==> config.mk <==
export PLATFORM = sky130hd
export DESIGN_NAME = uart_line_control
export DESIGN_NICKNAME = d
export VERILOG_FILES = /design/src/rtl/uart_line_control.v /design/src/rtl/uart_char_tx.v /design/src/rtl/uart_char_rx.v
export VERILOG_INCLUDE_DIRS = /design/src /design/src/common
export SDC_FILE = /design/constraint.sdc
export NUM_CORES = 1
export LEC_CHECK = 0
export BUFFER_PORTS_ARGS = -buffer_cell sky130_fd_sc_hd__clkbuf_2
export CAP_MARGIN = 10
export CORE_AREA = 2 2 128 130
export DETAILED_ROUTE_END_ITERATION = 12
export DIE_AREA = 0 0 130 132
export PLACE_DENSITY = 0.71
export SKIP_CTS_REPAIR_TIMING = 1
export SYNTH_ARGS = -nofsm -noshare
export SYNTH_HDL_FRONTEND = slang
export SYNTH_HIERARCHICAL = 1
export SYNTH_SLANG_ARGS = --single-unit
export TNS_END_PERCENT = 50
==> constraint.sdc <==
create_clock -name CORE_CLK -period 4.55 [get_ports CORE_CLK]
set_input_delay 0 -clock CORE_CLK [delete_from_list [all_inputs] [get_ports CORE_CLK]]
set_output_delay 0 -clock CORE_CLK [all_outputs]
set_load 0.005 [all_outputs]
==> src/common/uart_line_control_defines.vh <==
// Shared offsets, field positions, reset values and timing counts for the line control block
`ifndef UART_LINE_CONTROL_DEFINES_VH
`define UART_LINE_CONTROL_DEFINES_VH

`define LFC_ADDR          32'h5000100C
`define DIV_LOW_ADDR      32'h50001000
`define DIV_HIGH_ADDR     32'h50001004
`define PORT_STATUS_ADDR  32'h50001050
`define TX_CHAR_ADDR      32'h50001054

`define LFC_DIV_ACCESS_BIT  7
`define LFC_BREAK_BIT       6
`define LFC_EVEN_BIT        4
`define LFC_PARITY_BIT      3
`define LFC_STOP_BIT        2
`define LFC_LEN_HI          1
`define LFC_LEN_LO          0

`define LFC_RESET           8'h00
`define DIV_RESET           8'h00

`define STAT_RX_READY_BIT   8
`define STAT_PERR_BIT       9
`define STAT_FERR_BIT       10
`define STAT_TX_BUSY_BIT    11

`define TICKS_PER_BIT       4'hF
`define STOP_TICKS_ONE      6'h10
`define STOP_TICKS_HALF     6'h18
`define STOP_TICKS_TWO      6'h20
`define RX_MID_START        4'h7
`define IR_PULSE_TICKS      4'h3

`endif

==> src/rtl/uart_line_control.v <==
// Line control of an asynchronous serial port with format, break, divisor access and loopback
//
// What this block does
// - With divisor access set, divisor offsets reach the low and high divisor latches.
// - Divisor access, parity, stop and length fields are written only while not busy.
// - Break without loopback holds the serial output low until break is cleared.
// - Break in infrared mode without loopback pulses the infrared output continuously while break stays set.
// - Break in loopback feeds a break to the own receiver; infrared output held low in infrared mode.
// - Parity on adds a parity bit on transmit and checks it on receive.
// - Parity even select gives an even count of ones, otherwise odd.
// - One stop bit, or 1.5 at five data bits, else two when selected.
// - The receiver checks only the first stop bit for framing.
// - Length field 00..11 selects 5, 6, 7 or 8 data bits.
// - Loopback without infrared holds serial output high and loops transmit data inside.
`timescale 1ns/1ns
`include "uart_line_control_defines.vh"
module uart_line_control #(
    parameter ADDR_W = 32,
    parameter DATA_W = 16
)(
    input  wire              CORE_CLK,
    input  wire              RESETN,
    input  wire [ADDR_W-1:0] ADDR,
    input  wire [DATA_W-1:0] WDATA,
    input  wire              WR,
    input  wire              RD,
    output reg  [DATA_W-1:0] RDATA,
    input  wire              PORT_BUSY,
    input  wire              LOOPBACK_ON,
    input  wire              IR_MODE_ON,
    input  wire              SER_IN,
    output reg               SER_OUT,
    output reg               IR_OUT_N,
    output reg               DIV_ACCESS,
    output reg               RX_READY
);
    reg        rst_meta_r;
    reg        rst_sync_r;
    wire       rst_n = rst_sync_r;

    reg        div_access_r;
    reg        break_r;
    reg        even_r;
    reg        parity_r;
    reg        stop_r;
    reg  [1:0] len_r;
    reg  [7:0] div_low_r;
    reg  [7:0] div_high_r;
    reg [15:0] baud_cnt_r;
    reg        tick_r;

    reg        sin_s1_r;
    reg        sin_s2_r;
    reg        sin_s3_r;
    reg        sin_filt_r;

    reg        rx_ready_r;
    reg        rx_ready_nxt;
    reg        perr_r;
    reg        perr_nxt;
    reg        ferr_r;
    reg        ferr_nxt;
    reg  [7:0] rx_hold_r;

    reg        ser_out_nxt;
    reg        ir_out_n_nxt;
    reg        rx_line;
    reg [DATA_W-1:0] rdata_nxt;

    wire       tx_busy;
    wire       tx_line;
    wire [3:0] tx_phase;
    wire [7:0] rx_data;
    wire       rx_valid;
    wire       rx_perr;
    wire       rx_ferr;

    wire [15:0] divisor = {div_high_r, div_low_r};
    wire [7:0]  lfc_val = {div_access_r, break_r, 1'b0, even_r, parity_r, stop_r, len_r};

    wire wr_lfc    = WR && (ADDR == `LFC_ADDR);
    wire wr_div_lo = WR && div_access_r && (ADDR == `DIV_LOW_ADDR);
    wire wr_div_hi = WR && div_access_r && (ADDR == `DIV_HIGH_ADDR);
    wire wr_tx     = WR && (ADDR == `TX_CHAR_ADDR);
    wire rd_status = RD && (ADDR == `PORT_STATUS_ADDR);

    // Reset release through two stages, assertion stays asynchronous
    always @(posedge CORE_CLK or negedge RESETN) begin
        if (!RESETN) begin
            rst_meta_r <= 1'b0;
            rst_sync_r <= 1'b0;
        end else begin
            rst_meta_r <= 1'b1;
            rst_sync_r <= rst_meta_r;
        end
    end

    // Line format fields; break stays writable while busy so a break can be forced mid-character
    always @(posedge CORE_CLK or negedge rst_n) begin
        if (!rst_n) begin
            div_access_r <= 1'b0;
            break_r      <= 1'b0;
            even_r       <= 1'b0;
            parity_r     <= 1'b0;
            stop_r       <= 1'b0;
            len_r        <= 2'h0;
        end else if (wr_lfc) begin
            break_r <= WDATA[`LFC_BREAK_BIT];
            if (!PORT_BUSY) begin
                div_access_r <= WDATA[`LFC_DIV_ACCESS_BIT];
                even_r       <= WDATA[`LFC_EVEN_BIT];
                parity_r     <= WDATA[`LFC_PARITY_BIT];
                stop_r       <= WDATA[`LFC_STOP_BIT];
                len_r        <= WDATA[`LFC_LEN_HI:`LFC_LEN_LO];
            end
        end
    end

    always @(posedge CORE_CLK or negedge rst_n) begin
        if (!rst_n) begin
            div_low_r  <= `DIV_RESET;
            div_high_r <= `DIV_RESET;
        end else begin
            if (wr_div_lo)
                div_low_r <= WDATA[7:0];
            if (wr_div_hi)
                div_high_r <= WDATA[7:0];
        end
    end

    // Oversampling tick at CORE_CLK / divisor; a zero divisor stops the port
    always @(posedge CORE_CLK or negedge rst_n) begin
        if (!rst_n) begin
            baud_cnt_r <= 16'h0000;
            tick_r     <= 1'b0;
        end else if (divisor == 16'h0000) begin
            baud_cnt_r <= 16'h0000;
            tick_r     <= 1'b0;
        end else if (baud_cnt_r >= divisor - 16'h0001) begin
            baud_cnt_r <= 16'h0000;
            tick_r     <= 1'b1;
        end else begin
            baud_cnt_r <= baud_cnt_r + 16'h0001;
            tick_r     <= 1'b0;
        end
    end

    // Pin synchroniser; the filtered level moves only when stages two and three agree
    always @(posedge CORE_CLK or negedge rst_n) begin
        if (!rst_n) begin
            sin_s1_r   <= 1'b1;
            sin_s2_r   <= 1'b1;
            sin_s3_r   <= 1'b1;
            sin_filt_r <= 1'b1;
        end else begin
            sin_s1_r <= SER_IN;
            sin_s2_r <= sin_s1_r;
            sin_s3_r <= sin_s2_r;
            if (sin_s2_r == sin_s3_r)
                sin_filt_r <= sin_s3_r;
        end
    end

    uart_char_tx u_tx (
        .clk         (CORE_CLK),
        .rst_n       (rst_n),
        .tick        (tick_r),
        .start       (wr_tx),
        .data        (WDATA[7:0]),
        .len_sel     (len_r),
        .parity_on   (parity_r),
        .parity_even (even_r),
        .stop_long   (stop_r),
        .busy_r      (tx_busy),
        .line_r      (tx_line),
        .phase       (tx_phase)
    );

    uart_char_rx u_rx (
        .clk         (CORE_CLK),
        .rst_n       (rst_n),
        .tick        (tick_r),
        .line        (rx_line),
        .len_sel     (len_r),
        .parity_on   (parity_r),
        .parity_even (even_r),
        .data_r      (rx_data),
        .valid_r     (rx_valid),
        .perr_r      (rx_perr),
        .ferr_r      (rx_ferr)
    );

    // Line routing for normal, break, loopback and infrared cases
    always @* begin
        rx_line      = sin_filt_r;
        ser_out_nxt  = tx_line;
        ir_out_n_nxt = 1'b1;
        if (LOOPBACK_ON) begin
            rx_line     = break_r ? 1'b0 : tx_line;
            ser_out_nxt = 1'b1;
        end else if (break_r) begin
            ser_out_nxt = 1'b0;
        end
        if (IR_MODE_ON) begin
            if (LOOPBACK_ON)
                ir_out_n_nxt = 1'b0;
            else if (break_r || !tx_line)
                ir_out_n_nxt = ~(tx_phase < `IR_PULSE_TICKS);
        end
    end

    // Receive flags are sticky; a new event in the clearing read cycle wins
    always @* begin
        rx_ready_nxt = rx_valid | (rx_ready_r & ~rd_status);
        perr_nxt     = (rx_valid & rx_perr) | (perr_r & ~rd_status);
        ferr_nxt     = (rx_valid & rx_ferr) | (ferr_r & ~rd_status);
    end

    always @(posedge CORE_CLK or negedge rst_n) begin
        if (!rst_n) begin
            rx_ready_r <= 1'b0;
            perr_r     <= 1'b0;
            ferr_r     <= 1'b0;
            rx_hold_r  <= 8'h00;
        end else begin
            rx_ready_r <= rx_ready_nxt;
            perr_r     <= perr_nxt;
            ferr_r     <= ferr_nxt;
            if (rx_valid)
                rx_hold_r <= rx_data;
        end
    end

    // Read mux; divisor offsets answer zero while divisor access is clear
    always @* begin
        rdata_nxt = {DATA_W{1'b0}};
        if (RD) begin
            if (ADDR == `LFC_ADDR)
                rdata_nxt[7:0] = lfc_val;
            else if (ADDR == `DIV_LOW_ADDR && div_access_r)
                rdata_nxt[7:0] = div_low_r;
            else if (ADDR == `DIV_HIGH_ADDR && div_access_r)
                rdata_nxt[7:0] = div_high_r;
            else if (ADDR == `PORT_STATUS_ADDR) begin
                rdata_nxt[7:0]                = rx_hold_r;
                rdata_nxt[`STAT_RX_READY_BIT] = rx_ready_r;
                rdata_nxt[`STAT_PERR_BIT]     = perr_r;
                rdata_nxt[`STAT_FERR_BIT]     = ferr_r;
                rdata_nxt[`STAT_TX_BUSY_BIT]  = tx_busy;
            end
        end
    end

    always @(posedge CORE_CLK or negedge rst_n) begin
        if (!rst_n) begin
            RDATA      <= {DATA_W{1'b0}};
            SER_OUT    <= 1'b1;
            IR_OUT_N   <= 1'b1;
            DIV_ACCESS <= 1'b0;
            RX_READY   <= 1'b0;
        end else begin
            RDATA      <= rdata_nxt;
            SER_OUT    <= ser_out_nxt;
            IR_OUT_N   <= ir_out_n_nxt;
            DIV_ACCESS <= div_access_r;
            RX_READY   <= rx_ready_r;
        end
    end
endmodule

==> src/rtl/uart_char_tx.v <==
// Character serializer: start, 5 to 8 data bits, optional parity, 1, 1.5 or 2 stop bits
`timescale 1ns/1ns
`include "uart_line_control_defines.vh"
module uart_char_tx (
    input  wire       clk,
    input  wire       rst_n,
    input  wire       tick,
    input  wire       start,
    input  wire [7:0] data,
    input  wire [1:0] len_sel,
    input  wire       parity_on,
    input  wire       parity_even,
    input  wire       stop_long,
    output reg        busy_r,
    output reg        line_r,
    output wire [3:0] phase
);
    localparam S_IDLE  = 5'b00001;
    localparam S_START = 5'b00010;
    localparam S_DATA  = 5'b00100;
    localparam S_PAR   = 5'b01000;
    localparam S_STOP  = 5'b10000;

    reg [4:0] state_r;
    reg [3:0] phase_r;
    reg [7:0] shift_r;
    reg [2:0] bit_r;
    reg [5:0] stop_r;
    reg       par_r;
    reg       pend_r;

    wire       edge_w   = tick & (phase_r == `TICKS_PER_BIT);
    wire [2:0] last_w   = {1'b0, len_sel} + 3'h4;
    wire [7:0] mask_w   = 8'hFF >> (3'h3 - {1'b0, len_sel});
    wire [5:0] stop_len = !stop_long ? `STOP_TICKS_ONE :
                          (len_sel == 2'h0) ? `STOP_TICKS_HALF : `STOP_TICKS_TWO;

    assign phase = phase_r;

    // Phase runs free so a break on an idle line still gives an IR pulse rhythm
    always @(posedge clk or negedge rst_n) begin
        if (!rst_n) begin
            state_r <= S_IDLE;
            phase_r <= 4'h0;
            shift_r <= 8'h00;
            bit_r   <= 3'h0;
            stop_r  <= 6'h00;
            par_r   <= 1'b0;
            pend_r  <= 1'b0;
            busy_r  <= 1'b0;
            line_r  <= 1'b1;
        end else begin
            if (tick)
                phase_r <= phase_r + 4'h1;
            if (start && !busy_r) begin
                busy_r  <= 1'b1;
                pend_r  <= 1'b1;
                shift_r <= data & mask_w;
                par_r   <= (^(data & mask_w)) ^ ~parity_even;
            end
            case (state_r)
                S_IDLE: begin
                    if (edge_w && pend_r) begin
                        pend_r  <= 1'b0;
                        line_r  <= 1'b0;
                        bit_r   <= 3'h0;
                        state_r <= S_START;
                    end
                end
                S_START: begin
                    if (edge_w) begin
                        line_r  <= shift_r[0];
                        state_r <= S_DATA;
                    end
                end
                S_DATA: begin
                    if (edge_w) begin
                        if (bit_r == last_w) begin
                            stop_r  <= 6'h00;
                            line_r  <= parity_on ? par_r : 1'b1;
                            state_r <= parity_on ? S_PAR : S_STOP;
                        end else begin
                            bit_r   <= bit_r + 3'h1;
                            shift_r <= {1'b0, shift_r[7:1]};
                            line_r  <= shift_r[1];
                        end
                    end
                end
                S_PAR: begin
                    if (edge_w) begin
                        line_r  <= 1'b1;
                        state_r <= S_STOP;
                    end
                end
                S_STOP: begin
                    if (tick) begin
                        stop_r <= stop_r + 6'h01;
                        if (stop_r == stop_len - 6'h01) begin
                            busy_r  <= 1'b0;
                            state_r <= S_IDLE;
                        end
                    end
                end
                default: state_r <= S_IDLE;
            endcase
        end
    end
endmodule

==> src/rtl/uart_char_rx.v <==
// Character deserializer with parity and first-stop-bit framing check
`timescale 1ns/1ns
`include "uart_line_control_defines.vh"
module uart_char_rx (
    input  wire       clk,
    input  wire       rst_n,
    input  wire       tick,
    input  wire       line,
    input  wire [1:0] len_sel,
    input  wire       parity_on,
    input  wire       parity_even,
    output reg  [7:0] data_r,
    output reg        valid_r,
    output reg        perr_r,
    output reg        ferr_r
);
    localparam S_IDLE  = 5'b00001;
    localparam S_START = 5'b00010;
    localparam S_DATA  = 5'b00100;
    localparam S_PAR   = 5'b01000;
    localparam S_STOP  = 5'b10000;

    reg [4:0] state_r;
    reg [3:0] cnt_r;
    reg [2:0] bit_r;

    wire       mid_w  = tick & (cnt_r == `TICKS_PER_BIT);
    wire [2:0] last_w = {1'b0, len_sel} + 3'h4;

    always @(posedge clk or negedge rst_n) begin
        if (!rst_n) begin
            state_r <= S_IDLE;
            cnt_r   <= 4'h0;
            bit_r   <= 3'h0;
            data_r  <= 8'h00;
            valid_r <= 1'b0;
            perr_r  <= 1'b0;
            ferr_r  <= 1'b0;
        end else begin
            valid_r <= 1'b0;
            if (tick)
                cnt_r <= cnt_r + 4'h1;
            case (state_r)
                S_IDLE: begin
                    if (tick && !line) begin
                        cnt_r   <= 4'h0;
                        state_r <= S_START;
                    end
                end
                S_START: begin
                    // Re-check at mid bit so a glitch is not taken as a start
                    if (tick && cnt_r == `RX_MID_START) begin
                        cnt_r   <= 4'h0;
                        bit_r   <= 3'h0;
                        data_r  <= 8'h00;
                        perr_r  <= 1'b0;
                        state_r <= line ? S_IDLE : S_DATA;
                    end
                end
                S_DATA: begin
                    if (mid_w) begin
                        data_r[bit_r] <= line;
                        bit_r <= bit_r + 3'h1;
                        if (bit_r == last_w)
                            state_r <= parity_on ? S_PAR : S_STOP;
                    end
                end
                S_PAR: begin
                    if (mid_w) begin
                        perr_r  <= (^data_r ^ line) ^ ~parity_even;
                        state_r <= S_STOP;
                    end
                end
                S_STOP: begin
                    // Only the first stop bit is looked at; later ones pass as idle
                    if (mid_w) begin
                        ferr_r  <= ~line;
                        valid_r <= 1'b1;
                        state_r <= S_IDLE;
                    end
                end
                default: state_r <= S_IDLE;
            endcase
        end
    end
endmodule

==> impl_metrics.py <==
metrics = {
    "outcome": {
        "outcome": "finished, final reports clean",
    },
    "clock_network": {
        "clk_transition_reported_paths_ns": 0.05,
        "ctsLongestPathBuffers": 2,
        "clock_latency_ns": 0.41,
        "cts.sinks": 126,
        "cts_tree": "built",
        "cts_made_buffers": 17,
        "clockRootBuffer": "clkbuf_16",
        "cts_htree_levels": 4,
    },
    "pwr": {
        "peakVddDrop_uv": 289.0,
        "p_leak_nw": 3.821,
        "power.density_mw_per_mm2": 346.0,
    },
    "worst_setup_path": {
        "cp.depth": 13,
        "reg2reg_depth": 13,
        "cp-start-kind": "register",
        "cp_top_family": "simple AND/OR/NAND/NOR gates",
        "required_ns": 4.84,
        "arrival_ns": 3.89,
        "cp_max_fo": 9,
        "worst-path-buf-inv": 2,
        "end_kind": "register",
        "worst_path_most_repeated_cell": "ha_1",
        "critical_path.cell_chain": "inv_1, ha_1, nor3b_2, nand3b_1, or4_1, xor2_1, ha_1, nand2_1, nor4_1, o2111ai_1, o21ai_1, buf_4, nor3_1",
        "crit_type": "register to register",
        "cp_slowest_stage_delay_ns": 0.54,
        "cp_slowest_cell": "o21ai_1",
    },
    "detailed_routing": {
        "routedWlPerCell_um": 16.89,
        "via_per_inst": 5.526,
        "ant_nets": 0,
        "first_pass_iters": 6,
        "drc": 0,
        "num_vias": 5233,
        "routed_wl_um": 16000,
        "drt_iter0_markers": 341,
    },
    "die": {
        "fp.dieH_um": 132,
        "io_pins": 76,
        "placementRows": 46,
        "fp.coreArea_mm2": 0.01571,
        "die_w_um": 130,
        "initial_utilization": 0.4406,
        "dieArea_mm2": 0.01716,
    },
    "sta": {
        "hold_violations": 0,
        "max_freq_mhz": 277.4,
        "fin_crit_sh": 0.7923,
        "finalSetupTns_ns": 0,
        "final.setup.worst_slack_ns": 0.9449,
        "worst_pin_slew_ns": 0.7832,
        "report.final.slew_viol_count": 0,
        "setup_violations": 0,
        "fin_crit_ns": 3.605,
        "clock-skew-final_ns": 0.01002,
        "relSlewSlack": 0.4779,
        "rsz0062_at_grt": "false",
    },
    "run": {
        "maxCapViolCount": 0,
    },
    "layout": {
        "layout_common_cells": "116 x dfrtp_1, 63 x clkbuf_2, 54 x nand2_1, 42 x xnor2_1",
        "antenna_cells": 0,
        "fill_cells": 1380,
        "layout-drive-gt1-share": 0.2517,
        "layout_commonest_cell": "dfrtp_1",
        "nets": 797,
        "syn2layout_area_growth_pct": 19.18,
    },
    "synth": {
        "yosys_warnings": 6,
        "synth_top_family_by_area": "simple AND/OR/NAND/NOR gates",
        "synth_top_area_frac": 0.4229,
        "synth_ff_type": "dfrtp_1",
        "synth_xor_xnor_area_share": 0.07410,
        "async_flop_share": 1.000,
        "synth-edff-count": 0,
        "ys_types": 93,
        "ys_seq_elements": 126,
        "synth_compound_area_frac": 0.1037,
        "syn_area_per_cell_um2": 10.87,
        "synth_adder_area_share": 0.04301,
        "synth.area.mux_share": 0.08802,
        "yosysTopAreaCell": "dfrtp_1",
        "synth_simple_gate_area_frac": 0.2040,
        "synthCells": 637,
        "netlist_area_mm2": 0.006923,
        "synth-seq-area-share": 0.4571,
        "ys_top_cells_by_area": "dfrtp_1 42%, mux2_2 6.3%, xnor2_1 5.3%",
    },
    "worst_hold_path": {
        "hold_depth": 3,
        "hp-class": "primary input to register",
    },
    "placed_design": {
        "preCtsSetupSlack_ns": 0.8965,
        "hpwl_um": 11510,
        "portBuffers": 63,
        "place.gp.congestion": 0.8587,
    },
    "global_route": {
        "grt_pass1_wl_um": 26610,
        "grt-ovfl-total": 0,
        "antenna_found_initial": 0,
        "grt_max_degree": 64,
        "grt_pass1_vias": 5251,
        "grt_use_total": 0.1972,
    },
}
## cell usage after synthesis, drive strengths merged (4+ instances only)
cell type / n
nand3b: 5
or4: 4
a222oi: 7
buf: 15
and3b: 4
nand2b: 6
xor2: 14
nand3: 23
inv: 14
a22o: 4
dfstp: 9
a21oi: 18
mux2: 41
nand4: 9
and4: 5
clkbuf: 6
nor3b: 7
o21ai: 30
nor2b: 6
ha: 23
nand2: 57
nor3: 32
and2: 6
nor4: 7
nor2: 41
xnor2: 42
and3: 12
dfrtp: 117
mux2i: 14
## registers in the layout, indices dropped and copies added (netlist names), 2 cells and up
name / cells
RDATA: 12
baud_cnt_r: 16
div_high_r: 8
div_low_r: 8
len_r: 2
rx_hold_r: 8
u_rx/bit_r: 3
u_rx/cnt_r: 4
u_rx/data_r: 8
u_rx/state_r: 5
u_tx/bit_r: 3
u_tx/phase: 4
u_tx/shift_r: 8
u_tx/state_r: 5
u_tx/stop_r: 6
## metrics by stage
| stage | cell area [um2] | instances | total power, mW | hold slack, ns | util |
|---|---|---|---|---|---|
| 2_1_floorplan | 6934 | 640 | 1.188 | -0.2956 | - |
| 5_1_grt | 8250 | 947 | 2.940 | 0.04995 | 0.5251 |
| 3_5_place_dp | 7398 | 901 | 1.227 | -0.2090 | 0.4709 |
| 3_3_place_gp | 7398 | 901 | 1.224 | -0.2121 | 0.4709 |
| 4_1_cts | 8110 | 933 | 2.868 | -0.6506 | 0.5162 |
| 6_report | 8250 | 947 | 2.855 | 0.009614 | 0.5251 |
## final cells by class
class / count / area [um2] / area share
Clock buffer: 20 / 446.7 / 0.05414
Sequential cell: 126 / 3168 / 0.3840
Inverter: 14 / 52.55 / 0.006369
Clock inverter: 12 / 265.3 / 0.03215
Multi-Input combinational cell: 479 / 3570 / 0.4327
Timing Repair Buffer: 80 / 478.0 / 0.05793
Tap cell: 216 / 270.3 / 0.03276
## power by group
group | internal (mW) | leakage (nW) | total [mW] | switching (mW)
Sequential | 1.13 | 1.61 | 1.13 | 0.00158
Clock | 1.15 | 0.340 | 1.64 | 0.488
Combinational | 0.0355 | 1.87 | 0.0874 | 0.0520
## final timing paths
check / start / slack [ns] / end
setup / recovery: div_low_r[0] / 0.94 / baud_cnt_r[7]
hold / removal: RD / 0.01 / RDATA[0]
setup reg to reg: div_low_r[0] / 0.94 / baud_cnt_r[7]
hold reg to reg: rst_meta_r / 0.36 / rst_n
max in group asynchronous: rst_n / 3.53 / baud_cnt_r[7]
min in group asynchronous: RESETN / 0.44 / rst_meta_r
## cells by family after synthesis
group	after synthesis
xor gates and xnor gates	57
muxes	55
buffers and inverters	35
adders and majority gates	24
and+or+nand+nor	239
other	2
AOI/OAI and AO/OA	99
DFF	126
## tightest hold or removal path: cells and delay by family
family                 cells  cell delay (ns)
AND/OR/NAND/NOR            2             0.27
buffers and inverters      1             0.10
## metal layers
metal / up-vias / wire length [um] / GRT usage
met4: 0 / 293 / 0.07348
met3: 21 / 790 / 0.04464
li1: 2482 / - / -
met2: 143 / 7704 / 0.3104
met1: 2587 / 7208 / 0.2654
met5: - / 0 / 0
(Power assumes the default switching activity.)
